===== config.mk =====
export PLATFORM = sky130hd
export DESIGN_NAME = smsp_core
export DESIGN_NICKNAME = d
export VERILOG_FILES = /design/src/core/smsp_pkg.sv /design/src/core/smsp_clkdiv.sv /design/src/core/smsp_core.sv
export SDC_FILE = /design/constraint.sdc
export NUM_CORES = 1
export LEC_CHECK = 0
export CORE_MARGIN = 3
export CORE_UTILIZATION = 60
export DETAILED_ROUTE_END_ITERATION = 8
export DONT_BUFFER_PORTS = 1
export GPL_ROUTABILITY_DRIVEN = 0
export PLACE_DENSITY = 0.82
export REMOVE_ABC_BUFFERS = 1
export SLEW_MARGIN = 25
export SYNTH_ARGS = -nofsm -noshare
export SYNTH_HDL_FRONTEND = slang
export SYNTH_SLANG_ARGS = --single-unit

===== constraint.sdc =====
create_clock -name ref_clk -period 2.8 [get_ports ref_clk]
set_clock_uncertainty 0.05 [all_clocks]
set_input_delay 0.42 -clock ref_clk [delete_from_list [all_inputs] [get_ports ref_clk]]
set_output_delay 0.42 -clock ref_clk [all_outputs]
set_load 0.1 [all_outputs]

===== src/core/smsp_pkg.sv =====
// shared constants and types for the byte-wide serial port
package smsp_pkg;

  localparam int unsigned SMSP_DW      = 8;      // bits per transfer
  localparam int unsigned SMSP_CNT_W   = 3;      // bit counter width
  localparam int unsigned SMSP_HALF_W  = 7;      // half-period counter width

  // sck half periods in ref_clk cycles, normal speed (rate codes 00..11)
  localparam logic [6:0]  SMSP_HALF_R0 = 7'h02;  // divide by 4
  localparam logic [6:0]  SMSP_HALF_R1 = 7'h08;  // divide by 16
  localparam logic [6:0]  SMSP_HALF_R2 = 7'h20;  // divide by 64
  localparam logic [6:0]  SMSP_HALF_R3 = 7'h40;  // divide by 128

  localparam logic [7:0]  SMSP_BYTE_RST = 8'h00; // shift and receive reset value
  localparam logic [2:0]  SMSP_CNT_RST  = 3'h0;  // bit counter reset value
  localparam logic [2:0]  SMSP_CNT_ONE  = 3'h1;  // bit counter step

  // shift engine state
  typedef enum logic {
    SMSP_IDLE,
    SMSP_SHIFT
  } smsp_state_t;

endpackage


===== src/core/smsp_clkdiv.sv =====
// master sck half-period divider producing a one-cycle tick enable
`timescale 1ns/1ps
module smsp_clkdiv import smsp_pkg::*; #(
  parameter int unsigned CW = SMSP_HALF_W // half-period counter width
) (
  input  wire logic          ref_clk,     // 25 MHz clock
  input  wire logic          rst_n,       // async reset, active low
  input  wire logic          run,         // count while high
  input  wire logic [CW-1:0] half_cycles, // cycles per sck half period
  output logic               tick         // one-cycle pulse per half period
);

  logic [CW-1:0] cnt_q;                   // cycles into current half period
  logic [CW-1:0] cnt_d;                   // next count

  // restart from zero whenever stopped so the first edge is a full half period
  always_comb begin
    tick  = run && (cnt_q == half_cycles - CW'(1));
    cnt_d = cnt_q + CW'(1);
    if (!run || tick) begin
      cnt_d = '0;
    end
  end

  // count register
  always_ff @(posedge ref_clk or negedge rst_n) begin
    if (!rst_n) begin
      cnt_q <= '0;
    end else begin
      cnt_q <= cnt_d;
    end
  end

endmodule


===== src/core/smsp_core.sv =====
// master/slave serial port: shift engine, flags, pin direction control
`timescale 1ns/1ps
module smsp_core import smsp_pkg::*; #(
  parameter int unsigned DW = SMSP_DW        // transfer width
) (
  input  wire logic          ref_clk,            // 25 MHz clock
  input  wire logic          rst_n,              // async reset, active low
  input  wire logic          port_enable,        // port on
  input  wire logic          master_select_wr,   // software writes master_select
  input  wire logic          master_select_wdata,// value written
  input  wire logic          bit_order_select,   // 1: lsb first
  input  wire logic          clock_polarity,     // idle sck level
  input  wire logic          clock_phase,        // 1: sample on trailing edge
  input  wire logic [1:0]    rate_select,        // master rate code
  input  wire logic          double_speed_bit,   // halve master divisor
  input  wire logic          transfer_irq_enable,// completion interrupt enable
  input  wire logic          global_irq_enable,  // global enable from cpu_status_word
  input  wire logic          irq_ack,            // vector taken, pulse
  input  wire logic          status_rd,          // status register read, pulse
  input  wire logic          data_rd,            // data register read, pulse
  input  wire logic          data_wr,            // data register write, pulse
  input  wire logic [DW-1:0] data_wdata,         // byte written
  output logic      [DW-1:0] data_rdata,         // receive buffer
  output logic               master_select,      // current master mode bit
  output logic               transfer_complete_flag, // completion flag
  output logic               write_collision_flag,   // collision flag
  output logic               irq_req,            // interrupt request level
  input  wire logic          ddr_mosi,           // user direction, 1 = output
  input  wire logic          ddr_miso,           // user direction, 1 = output
  input  wire logic          ddr_sck,            // user direction, 1 = output
  input  wire logic          ddr_ss,             // user direction, 1 = output
  input  wire logic          ss_gpio_level,      // level for select pin as output
  input  wire logic          sck_in,             // sck pin level
  output logic               sck_out,            // sck drive value
  output logic               sck_oe_n,           // low while driving sck
  input  wire logic          mosi_in,            // mosi pin level
  output logic               mosi_out,           // mosi drive value
  output logic               mosi_oe_n,          // low while driving mosi
  input  wire logic          miso_in,            // miso pin level
  output logic               miso_out,           // miso drive value
  output logic               miso_oe_n,          // low while driving miso
  input  wire logic          ss_in,              // select pin level, active low
  output logic               ss_out,             // select drive value
  output logic               ss_oe_n             // low while driving select
);

  smsp_state_t     state_q, state_d;       // engine state
  logic            master_q, master_d;     // master mode bit
  logic [DW-1:0]   sr_q, sr_d;             // shift register
  logic [DW-1:0]   rx_buf_q, rx_buf_d;     // receive buffer
  logic            out_q, out_d;           // serial output bit
  logic            sck_q, sck_d;           // master sck level
  logic            sck_prev_q, sck_prev_d; // last sampled sck, slave edge detect
  logic [2:0]      bit_cnt_q, bit_cnt_d;   // bits sampled in this byte
  logic            transfer_complete_flag_q, transfer_complete_flag_d;         // completion flag
  logic            write_collision_flag_q, write_collision_flag_d;         // collision flag
  logic            armed_q, armed_d;       // status read seen with a flag set

  logic [SMSP_HALF_W-1:0] half_cyc;        // selected half period
  logic                   tick;            // master half-period enable
  logic                   run;             // divider running

  // rate table, double speed halves each divisor
  always_comb begin
    case (rate_select)
      2'b00:   half_cyc = SMSP_HALF_R0;
      2'b01:   half_cyc = SMSP_HALF_R1;
      2'b10:   half_cyc = SMSP_HALF_R2;
      default: half_cyc = SMSP_HALF_R3;
    endcase
    if (double_speed_bit) begin
      half_cyc = half_cyc >> 1;
    end
  end

  assign run = port_enable && master_q && (state_q == SMSP_SHIFT);

  smsp_clkdiv #(
    .CW (SMSP_HALF_W)
  ) u_div (
    .ref_clk     (ref_clk),
    .rst_n       (rst_n),
    .run         (run),
    .half_cycles (half_cyc),
    .tick        (tick)
  );

  // next-state logic for engine, flags and buffers
  always_comb begin
    logic          slave_act;  // selected slave
    logic          mode_fault; // another master pulled select low
    logic          edge_v;     // an sck edge to act on
    logic          lead;       // edge is the leading one
    logic          sample;     // sampling edge
    logic          setup;      // output change edge
    logic          in_bit;     // incoming serial bit
    logic          clr;        // flag clear sequence completes
    logic [DW-1:0] sr_n;       // shift register after sampling
    slave_act  = 1'b0;
    mode_fault = 1'b0;
    edge_v     = 1'b0;
    lead       = 1'b0;
    sample     = 1'b0;
    setup      = 1'b0;
    in_bit     = 1'b0;
    clr        = 1'b0;
    sr_n       = sr_q;

    state_d    = state_q;
    master_d   = master_q;
    sr_d       = sr_q;
    rx_buf_d   = rx_buf_q;
    out_d      = out_q;
    sck_d      = sck_q;
    sck_prev_d = sck_in;
    bit_cnt_d  = bit_cnt_q;
    transfer_complete_flag_d     = transfer_complete_flag_q;
    write_collision_flag_d     = write_collision_flag_q;
    armed_d    = armed_q;

    // clears go first so any set below in the same cycle wins
    clr = armed_q && (data_rd || data_wr);
    if (clr) begin
      transfer_complete_flag_d  = 1'b0;
      write_collision_flag_d  = 1'b0;
      armed_d = 1'b0;
    end else if (status_rd && (transfer_complete_flag_q || write_collision_flag_q)) begin
      armed_d = 1'b1;
    end
    if (irq_ack) begin
      transfer_complete_flag_d = 1'b0;
    end

    slave_act  = port_enable && !master_q && !ss_in;
    mode_fault = port_enable && master_q && !ddr_ss && !ss_in;
    if (master_q) begin
      edge_v = run && tick;
      lead   = (sck_q == clock_polarity);
      in_bit = miso_in;
    end else begin
      edge_v = slave_act && (sck_in != sck_prev_q);
      lead   = (sck_prev_q == clock_polarity);
      in_bit = mosi_in;
    end
    sample = edge_v && (lead != clock_phase);
    setup  = edge_v && (lead == clock_phase);
    if (bit_order_select) begin
      sr_n = {in_bit, sr_q[DW-1:1]};
    end else begin
      sr_n = {sr_q[DW-2:0], in_bit};
    end

    if (master_select_wr) begin
      master_d  = master_select_wdata;
      state_d   = SMSP_IDLE;
      bit_cnt_d = SMSP_CNT_RST;
    end

    if (!port_enable) begin
      // disabled: engine parked, counter cleared
      state_d   = SMSP_IDLE;
      bit_cnt_d = SMSP_CNT_RST;
      sck_d     = clock_polarity;
    end else if (mode_fault) begin
      // drop to slave, abort any master byte
      master_d  = 1'b0;
      state_d   = SMSP_IDLE;
      bit_cnt_d = SMSP_CNT_RST;
      sck_d     = clock_polarity;
      transfer_complete_flag_d    = 1'b1;
    end else if (!master_q && ss_in) begin
      // deselected slave: counter and engine reset at once
      state_d   = SMSP_IDLE;
      bit_cnt_d = SMSP_CNT_RST;
    end else begin
      if (sample) begin
        sr_d      = sr_n;
        bit_cnt_d = bit_cnt_q + SMSP_CNT_ONE;
        state_d   = SMSP_SHIFT;
        if (!master_q && (bit_cnt_d == SMSP_CNT_RST)) begin
          rx_buf_d = sr_n;
          transfer_complete_flag_d   = 1'b1;
          state_d  = SMSP_IDLE;
        end
      end
      if (setup) begin
        out_d = bit_order_select ? sr_q[0] : sr_q[DW-1];
      end
      if (master_q && edge_v) begin
        sck_d = ~sck_q;
        // trailing edge at or after the eighth sample ends the byte
        if (!lead && (bit_cnt_d == SMSP_CNT_RST)) begin
          rx_buf_d = sample ? sr_n : sr_q;
          transfer_complete_flag_d   = 1'b1;
          state_d  = SMSP_IDLE;
        end
      end
      if (master_q && (state_q == SMSP_IDLE)) begin
        sck_d = clock_polarity;
      end
    end

    // data write: load when quiet, otherwise refuse and flag
    if (data_wr) begin
      if (state_q == SMSP_SHIFT) begin
        write_collision_flag_d = 1'b1;
      end else begin
        sr_d  = data_wdata;
        out_d = bit_order_select ? data_wdata[0] : data_wdata[DW-1];
        if (master_q && port_enable && !mode_fault && !master_select_wr) begin
          state_d   = SMSP_SHIFT;
          bit_cnt_d = SMSP_CNT_RST;
          sck_d     = clock_polarity;
        end
      end
    end
  end

  // state registers
  always_ff @(posedge ref_clk or negedge rst_n) begin
    if (!rst_n) begin
      state_q    <= SMSP_IDLE;
      master_q   <= 1'b0;
      sr_q       <= SMSP_BYTE_RST;
      rx_buf_q   <= SMSP_BYTE_RST;
      out_q      <= 1'b0;
      sck_q      <= 1'b0;
      sck_prev_q <= 1'b0;
      bit_cnt_q  <= SMSP_CNT_RST;
      transfer_complete_flag_q     <= 1'b0;
      write_collision_flag_q     <= 1'b0;
      armed_q    <= 1'b0;
    end else begin
      state_q    <= state_d;
      master_q   <= master_d;
      sr_q       <= sr_d;
      rx_buf_q   <= rx_buf_d;
      out_q      <= out_d;
      sck_q      <= sck_d;
      sck_prev_q <= sck_prev_d;
      bit_cnt_q  <= bit_cnt_d;
      transfer_complete_flag_q     <= transfer_complete_flag_d;
      write_collision_flag_q     <= write_collision_flag_d;
      armed_q    <= armed_d;
    end
  end

  // pin direction overrides; disabled port releases all but a gpio select
  always_comb begin
    sck_oe_n  = 1'b1;
    mosi_oe_n = 1'b1;
    miso_oe_n = 1'b1;
    ss_oe_n   = !ddr_ss;
    if (port_enable && master_q) begin
      sck_oe_n  = !ddr_sck;
      mosi_oe_n = !ddr_mosi;
    end else if (port_enable) begin
      ss_oe_n   = 1'b1;
      miso_oe_n = !(ddr_miso && !ss_in);
    end
  end

  assign sck_out  = sck_q;
  assign mosi_out = out_q;
  assign miso_out = out_q;
  assign ss_out   = ss_gpio_level;

  assign data_rdata             = rx_buf_q;
  assign master_select          = master_q;
  assign transfer_complete_flag = transfer_complete_flag_q;
  assign write_collision_flag   = write_collision_flag_q;
  // both enables gate the request, also for the forced-slave event
  assign irq_req = transfer_complete_flag_q && transfer_irq_enable && global_irq_enable;

endmodule


==> impl_summary.md, run 1 <==
Floorplan
The die covers 4460 um2. From bottom edge to top edge, the die measures 66.8 um. The area of the core is 3440 um2.

The starting density of the core is 64.4%. The overall die width is 66.8 um. For this design the top-level I/O count stands at 54. The number of standard-cell rows in the floorplan is 21.

Worst setup path
The path depth of the worst reg2reg path is 7. The worst setup path is launched from a flop. The worst-path maximum fanout is 11. The endpoint of the lowest-slack register-to-register path is sr_q[0]. Across all register-to-register paths, the minimum setup slack is 0.37 ns. The critical register-to-register path startpoint is u_div.cnt_q[1]. The critical path in this run is classified as reg -> reg. For the worst setup path, the data required time is 2.90 ns. For the worst setup path, the data arrival time is 2.54 ns. The worst setup path is captured at a flop.

Power
The leakage power is 1.05 nW. The net switching power figure is 0.000515 W. For this design the ratio of total power to cell area is 536 nW/um2. Of the total power, registers draw 46.9%.

The part of the power in combinational logic is 27.1%. Net switching is 38.9% of the power. The worst IR drop on VDD is 0.000369 V. The clock network power share is 26.1%. The internal portion of the total power is 0.000809 W.

Drt
For this run, design rule violations remaining after detail routing come to 0. Summing over every cut layer, the via total after detailed routing is 1916. The first TritonRoute pass finished after 4 iterations. After detailed routing, the total wire length is 5170 um. The number of DRC violations after detailed-routing iteration 0 is 141. Once detail routing completed, the nets flagged for antenna violations numbered 0. The average via count per standard cell is 6.14. The average wire per standard cell is 16.6 um.

Timing
The final count of negative-setup-slack endpoints is 0. The final-layout setup total negative slack is 0 ns. The worst pin sits at a relative slew slack of 38.0%. The final period demand of the worst path is 2.43 ns. Setup repair after global routing left no endpoint under its margin.

The number of hold violations in the final report came to 0. The max-slew violation count is 0. Setup slack on the critical path of the routed design comes to 0.366 ns. Of the available clock period, the critical path in the final layout requires 86.9%.

For this run, the top clock speed supported by timing is 411 MHz. At the pin with the least slew margin, the transition time is 0.931 ns. The final-layout worst hold slack is 0.112 ns.

Global route
Entering global routing, the biggest net connects 35 pins. The total overflow left after global routing is 0. The overall routing resource usage is 24.9%.

The initial antenna violation count is 0. The via count of the first global-routing pass came to 1830. The first global-routing pass estimated 8470 um of wire.

CTS
The buffer levels on the longest clock path is 2. The count of buffers added by post-CTS timing repair for setup is 0. The later-pin clock latency in the skew report is 0.29 ns. The clock tree from TritonCTS is built. The H-tree was split into 2 levels. The number of hold buffers added after CTS was 2. The master cell of the clock root buffer is clkbuf_8. The total clock buffers created by CTS is 5. The number of resized instances in the post-cts repair step is 0. The number of sinks driven by the clock tree is 34. The clock edge transition at the registers on the reported setup and hold paths is 0.07 ns.

Worst hold path
The type of the tightest min-delay check is in -> reg. The startpoint of the tightest hold check path is sck_in. Counting instances, the worst hold path has a depth of 0.

The capture endpoint of the worst hold path is sck_prev_q.

Yosys
After synthesis, the cell types taking the most area are dfrtp_1 (38%), mux2i_1 (6.3%), nand2_1 (6.1%), o211ai_1 (5.8%), nor2_1 (4.9%). The gate count of the mapped netlist is 254. The average size of a mapped cell is 8.72 um2.

By count the netlist is led by nand2_1 (36), dfrtp_1 (34), nor2_1 (29), o211ai_1 (17), mux2i_1 (14). By instance count, the leading cell after synthesis is nand2_1. After synthesis, the largest area contributor takes up 38.4% of total cell area. The synthesized design contains 0 enable-type register cells.

The dominant synthesized flop cell is dfrtp_1. The post-synthesis sequential area ratio is 38.4%. The number of warning messages in the yosys log is 0. The register bit total from synthesis is 34. The combined area of all synthesized cells is 2220 um2.

The proportion of register bits with asynchronous set or reset after synthesis is 100%. The biggest area consumer among synthesized cells is dfrtp_1. After synthesis, the netlist uses 46 different library cells.

Finish
0 antenna diodes ended up in the layout. Relative to the synthesized area, the layout overhead comes to 11.4%. In the final design database the tool counted 302 nets. The fill cell instance count of the final layout is 281. In the final layout, the share of cells above drive strength 1 is 13.9%.

Placement
The quantity of I/O buffers inserted on ports is 0. The detailed-placement wirelength estimate is 3870 um. The worst slack at placement is 0.398 ns.

Run
Across the run, the number of max-cap violations was 0.

Status
The run finished with clean final reports.
-- flip-flops by register name, summed over array words and instances (netlist names) --
signal                  flops
data_rdata                  8
write_collision_flag        1
transfer_complete_flag      1
master_select               1
u_div.cnt_q                 7
sr_q                        8
sck_prev_q                  1
state_q                     1
miso_out                    1
sck_out                     1
bit_cnt_q                   3
armed_q                     1
-- cell usage in the layout, fill, tap and decap left out, drive strengths merged, types with 7 or more instances in the layout --
cell,instances
nor2,29
inv,7
dfrtp,34
o21ai,9
nand2,36
buf,17
o211ai,17
mux2i,14
a21oi,10
xnor2,7
-- layout make-up --
cell class / count / area (um2) / area share [%]
Tap cell: 46 / 57.6 / 2.33
Inverter: 7 / 26.3 / 1.06
Multi-Input combinational cell: 199 / 1290 / 52.2
Clock inverter: 2 / 10.0 / 0.405
Clock buffer: 6 / 72.6 / 2.94
Timing Repair Buffer: 18 / 163 / 6.59
Sequential cell: 34 / 852 / 34.5
-- metal layers --
metal	global-route usage [%]	vias up	part of all wire [%]
met2	42.0	57	50
met5	0	-	0
met1	31.4	904	42
met3	6.75	5	6.6
met4	6.35	0	0.72
li1	-	950	-
-- worst max path at each step --
stage                         end  depth (start not counted)  slack (ns)      startpoint
after floorplan           ss_oe_n                          1       -0.85   master_select
after global placement    sr_q[7]                          7        0.46  rate_select[1]
after detailed placement  sr_q[0]                          7        0.40  u_div.cnt_q[1]
after CTS                 sr_q[2]                          7        0.40  u_div.cnt_q[1]
after global routing      sr_q[2]                          7        0.19  u_div.cnt_q[1]
final                     sr_q[0]                          7        0.37  u_div.cnt_q[1]
-- through the flow --
step | area, um2 | power, W | std cells | utilization, %
2_1_floorplan | 2150 | 0.000888 | 240 | -
3_3_place_gp | 2360 | 0.000959 | 302 | 68.4
3_5_place_dp | 2360 | 0.000973 | 302 | 68.4
4_1_cts | 2470 | 0.00133 | 312 | 71.7
5_1_grt | 2470 | 0.00138 | 312 | 71.7
6_report | 2470 | 0.00132 | 312 | 71.7
-- kinds of logic after synthesis --
family	after synthesis	synth area share, %
compound gates	70	23.2
mux	14	6.32
fa+ha+maj	3	1.69
simple gates	101	22.1
buf+inv	21	3.95
xor+xnor	11	4.35
flops	34	38.4
-- power groups by stage --
stage / combinational [W] / sequential (W) / clock [W]
6_report: 0.000358 / 0.000621 / 0.000345
5_1_grt: 0.000390 / 0.000625 / 0.000368
4_1_cts: 0.000358 / 0.000621 / 0.000350
3_5_place_dp: 0.000343 / 0.000630 / 0
3_3_place_gp: 0.000332 / 0.000627 / 0
2_1_floorplan: 0.000196 / 0.000692 / 0
-- worst max-delay path: stages (launching register included) --
cell      delay [ns]
dfrtp_1         0.41
or4_1           0.52
o22ai_1         0.13
a31oi_1         0.10
nor4b_4         0.37
buf_4           0.24
o21a_1          0.32
o211ai_1        0.16
Power figures use the tool's default switching activity.
==> run 2, diff against run 1 <==
Settings changed: CORE_MARGIN 3 to default.
==> impl_summary.md, run 2 (synthesis results as in run 1) <==
Status
The flow ran to the end, and the final reports show no timing, DRC or antenna violations.

CTS
The hold buffer count at CTS is 2. The number of gates resized after CTS was 0. The later pin in the worst-skew pair is clocked with a latency of 0.29 ns. The buffer levels on the longest clock path is 2.

Clock tree synthesis found a total of 34 sinks. The clock tree from TritonCTS is built. The total clock buffers created by CTS is 5. CTS built an H-tree with a depth of 2. The master cell of the clock root buffer is clkbuf_8. The number of setup buffers added after CTS is 0.

Clock-pin slew was measured on the worst setup and hold paths at 0.07 ns.

Timing
The final cycle utilization of the critical path is 88.3%. For the pin with the worst max-slew slack, the measured transition is 0.924 ns. The final-layout worst hold slack is 0.105 ns.

Static timing analysis puts the maximum clock frequency at 404 MHz. The final count of negative-setup-slack endpoints is 0. Setup repair after global routing left no endpoint under its margin.

Measured against its own limit, the worst slew margin works out to 38.4%. The number of hold violations in the final report is 0. The final period demand of the worst path is 2.47 ns. The max-slew violation count is 0.

Power
In this run the static leakage power is 1.06 nW. The ratio of total power to cell area is 545 nW/um2. Overall power consumption after layout is estimated at 0.00135 W. The worst IR drop on VDD is 0.000293 V.

Floorplan
The overall die width is 62.8 um. For this design the top-level I/O count stands at 54. The chip height is 62.8 um. The die covers 3940 um2. The starting density of the core is 64.4%. The area of the core is 3440 um2.

The floorplan has 21 rows.

Worst setup path
The master of the slowest instance on the critical path is or4_1. STA puts the critical path data required time at 2.91 ns. The arrival time of the worst setup path is 2.58 ns.

The critical path launch point type is a flop. The critical path goes through or4_1, o22ai_1, a31oi_1, nor4b_4, buf_4, o21a_1, o211ai_1. The start-to-end type of the worst setup path is reg -> reg. The critical path's largest stage delay is 0.55 ns.

Setup slack on the worst reg-to-reg path comes out at 0.33 ns. The element type at the critical path end is a flop. The worst-path maximum fanout is 11.

Placement
The quantity of I/O buffers inserted on ports is 0. The detailed-placement wirelength estimate is 3640 um.

Finish
The library cells used most frequently in the layout, excluding fill and tap cells, are nand2_1 (36), dfrtp_1 (33), nor2_1 (29). The most common cell after layout, fill and taps aside is nand2_1. The repair_antennas step left the layout with diodes totalling 0. The fraction of final layout cells with drive strength greater than 1 is 14.0%. The net total in the final layout is 301.

The post-synthesis to final-layout area growth is 11.8%.

Global route
Entering global routing, the biggest net connects 35 pins. Across every metal layer, demand over resource in global routing totals 28.5%. The total overflow reported by the global router is 0. The via count of the first global-routing pass is 1873. The wire length of the first global-routing pass is 8780 um. The initial antenna violation count is 0.

Drt
The number of DRC violations after detailed-routing iteration 0 is 132. Dividing the detail-routed wire length by the instance count gives 16.6 um. The remaining number of nets flagged by the antenna check after routing is 0. The detailed-route wire length is 5160 um.

For this run, design rule violations remaining after detail routing come to 0. Using the TritonRoute via totals, the vias-per-cell ratio works out to 6.27. The routed via count is 1951.

The number of iterations in the first detailed-routing pass is 4.

Run
Max-cap violations in this run came to 0.

Worst hold path
The tightest min-delay check is of the in -> reg type.
[run 2: changes by cell type in the layout (fill, tap and decap cells not counted), sizes merged]
cell    delta
buf        -1
clkbuf     +1
clkinv     -1
[run 2: area by class of cell]
class                      count  area [um2]
multi-input combinational    199        1290
fill                         274         965
sequential                    34         852
timing repair buffer          17         155
clock buffer                   7        86.3
tap                           46        57.6
inverter                       7        26.3
clock inverter                 1        5.00
[run 2: routing by layer]
layer	vias to the layer above	part of all wire [%]	track usage [%]
li1	947	-	-
met1	947	44	38.3
met2	48	50	45.2
met3	9	4.8	6.39
met4	0	1.4	9.59
met5	-	0	0
[run 2: worst max-delay path: cells and delay by family, from the launching register on]
kind,cells,cell delay [ns]
AOI/OAI and AO/OA,4,0.70
buffers and inverters,1,0.24
DFF,1,0.44
and+or+nand+nor,2,0.92
[run 2: path summary, 6_finish.rpt]
check                          startpoint         end  cells after the start
max in group asynchronous           rst_n    miso_out                      2
max reg2reg                u_div.cnt_q[1]     sr_q[2]                      7
min reg2reg                       armed_q     armed_q                      1
min in group asynchronous           rst_n     sr_q[5]                      2
min                                sck_in  sck_prev_q                      0
max                        u_div.cnt_q[1]     sr_q[2]                      7
[run 2: power breakdown]
part / switching (W) / total [W] / internal [W]
Combinational: 0.000243 / 0.000352 / 0.000109
Sequential: 0.0000934 / 0.000620 / 0.000526
Clock: 0.000181 / 0.000379 / 0.000198
[run 2: stage by stage]
stage | instances | cell area (um2) | worst slack [ns] | utilization (%) | TNS [ns]
2_1_floorplan | 240 | 2150 | -0.851 | - | -3.71
3_3_place_gp | 301 | 2350 | 0.458 | 68.2 | 0
3_5_place_dp | 301 | 2360 | 0.389 | 68.4 | 0
4_1_cts | 311 | 2480 | 0.338 | 72.0 | 0
5_1_grt | 311 | 2480 | 0.141 | 72.0 | 0
6_report | 311 | 2480 | 0.327 | 72.0 | 0
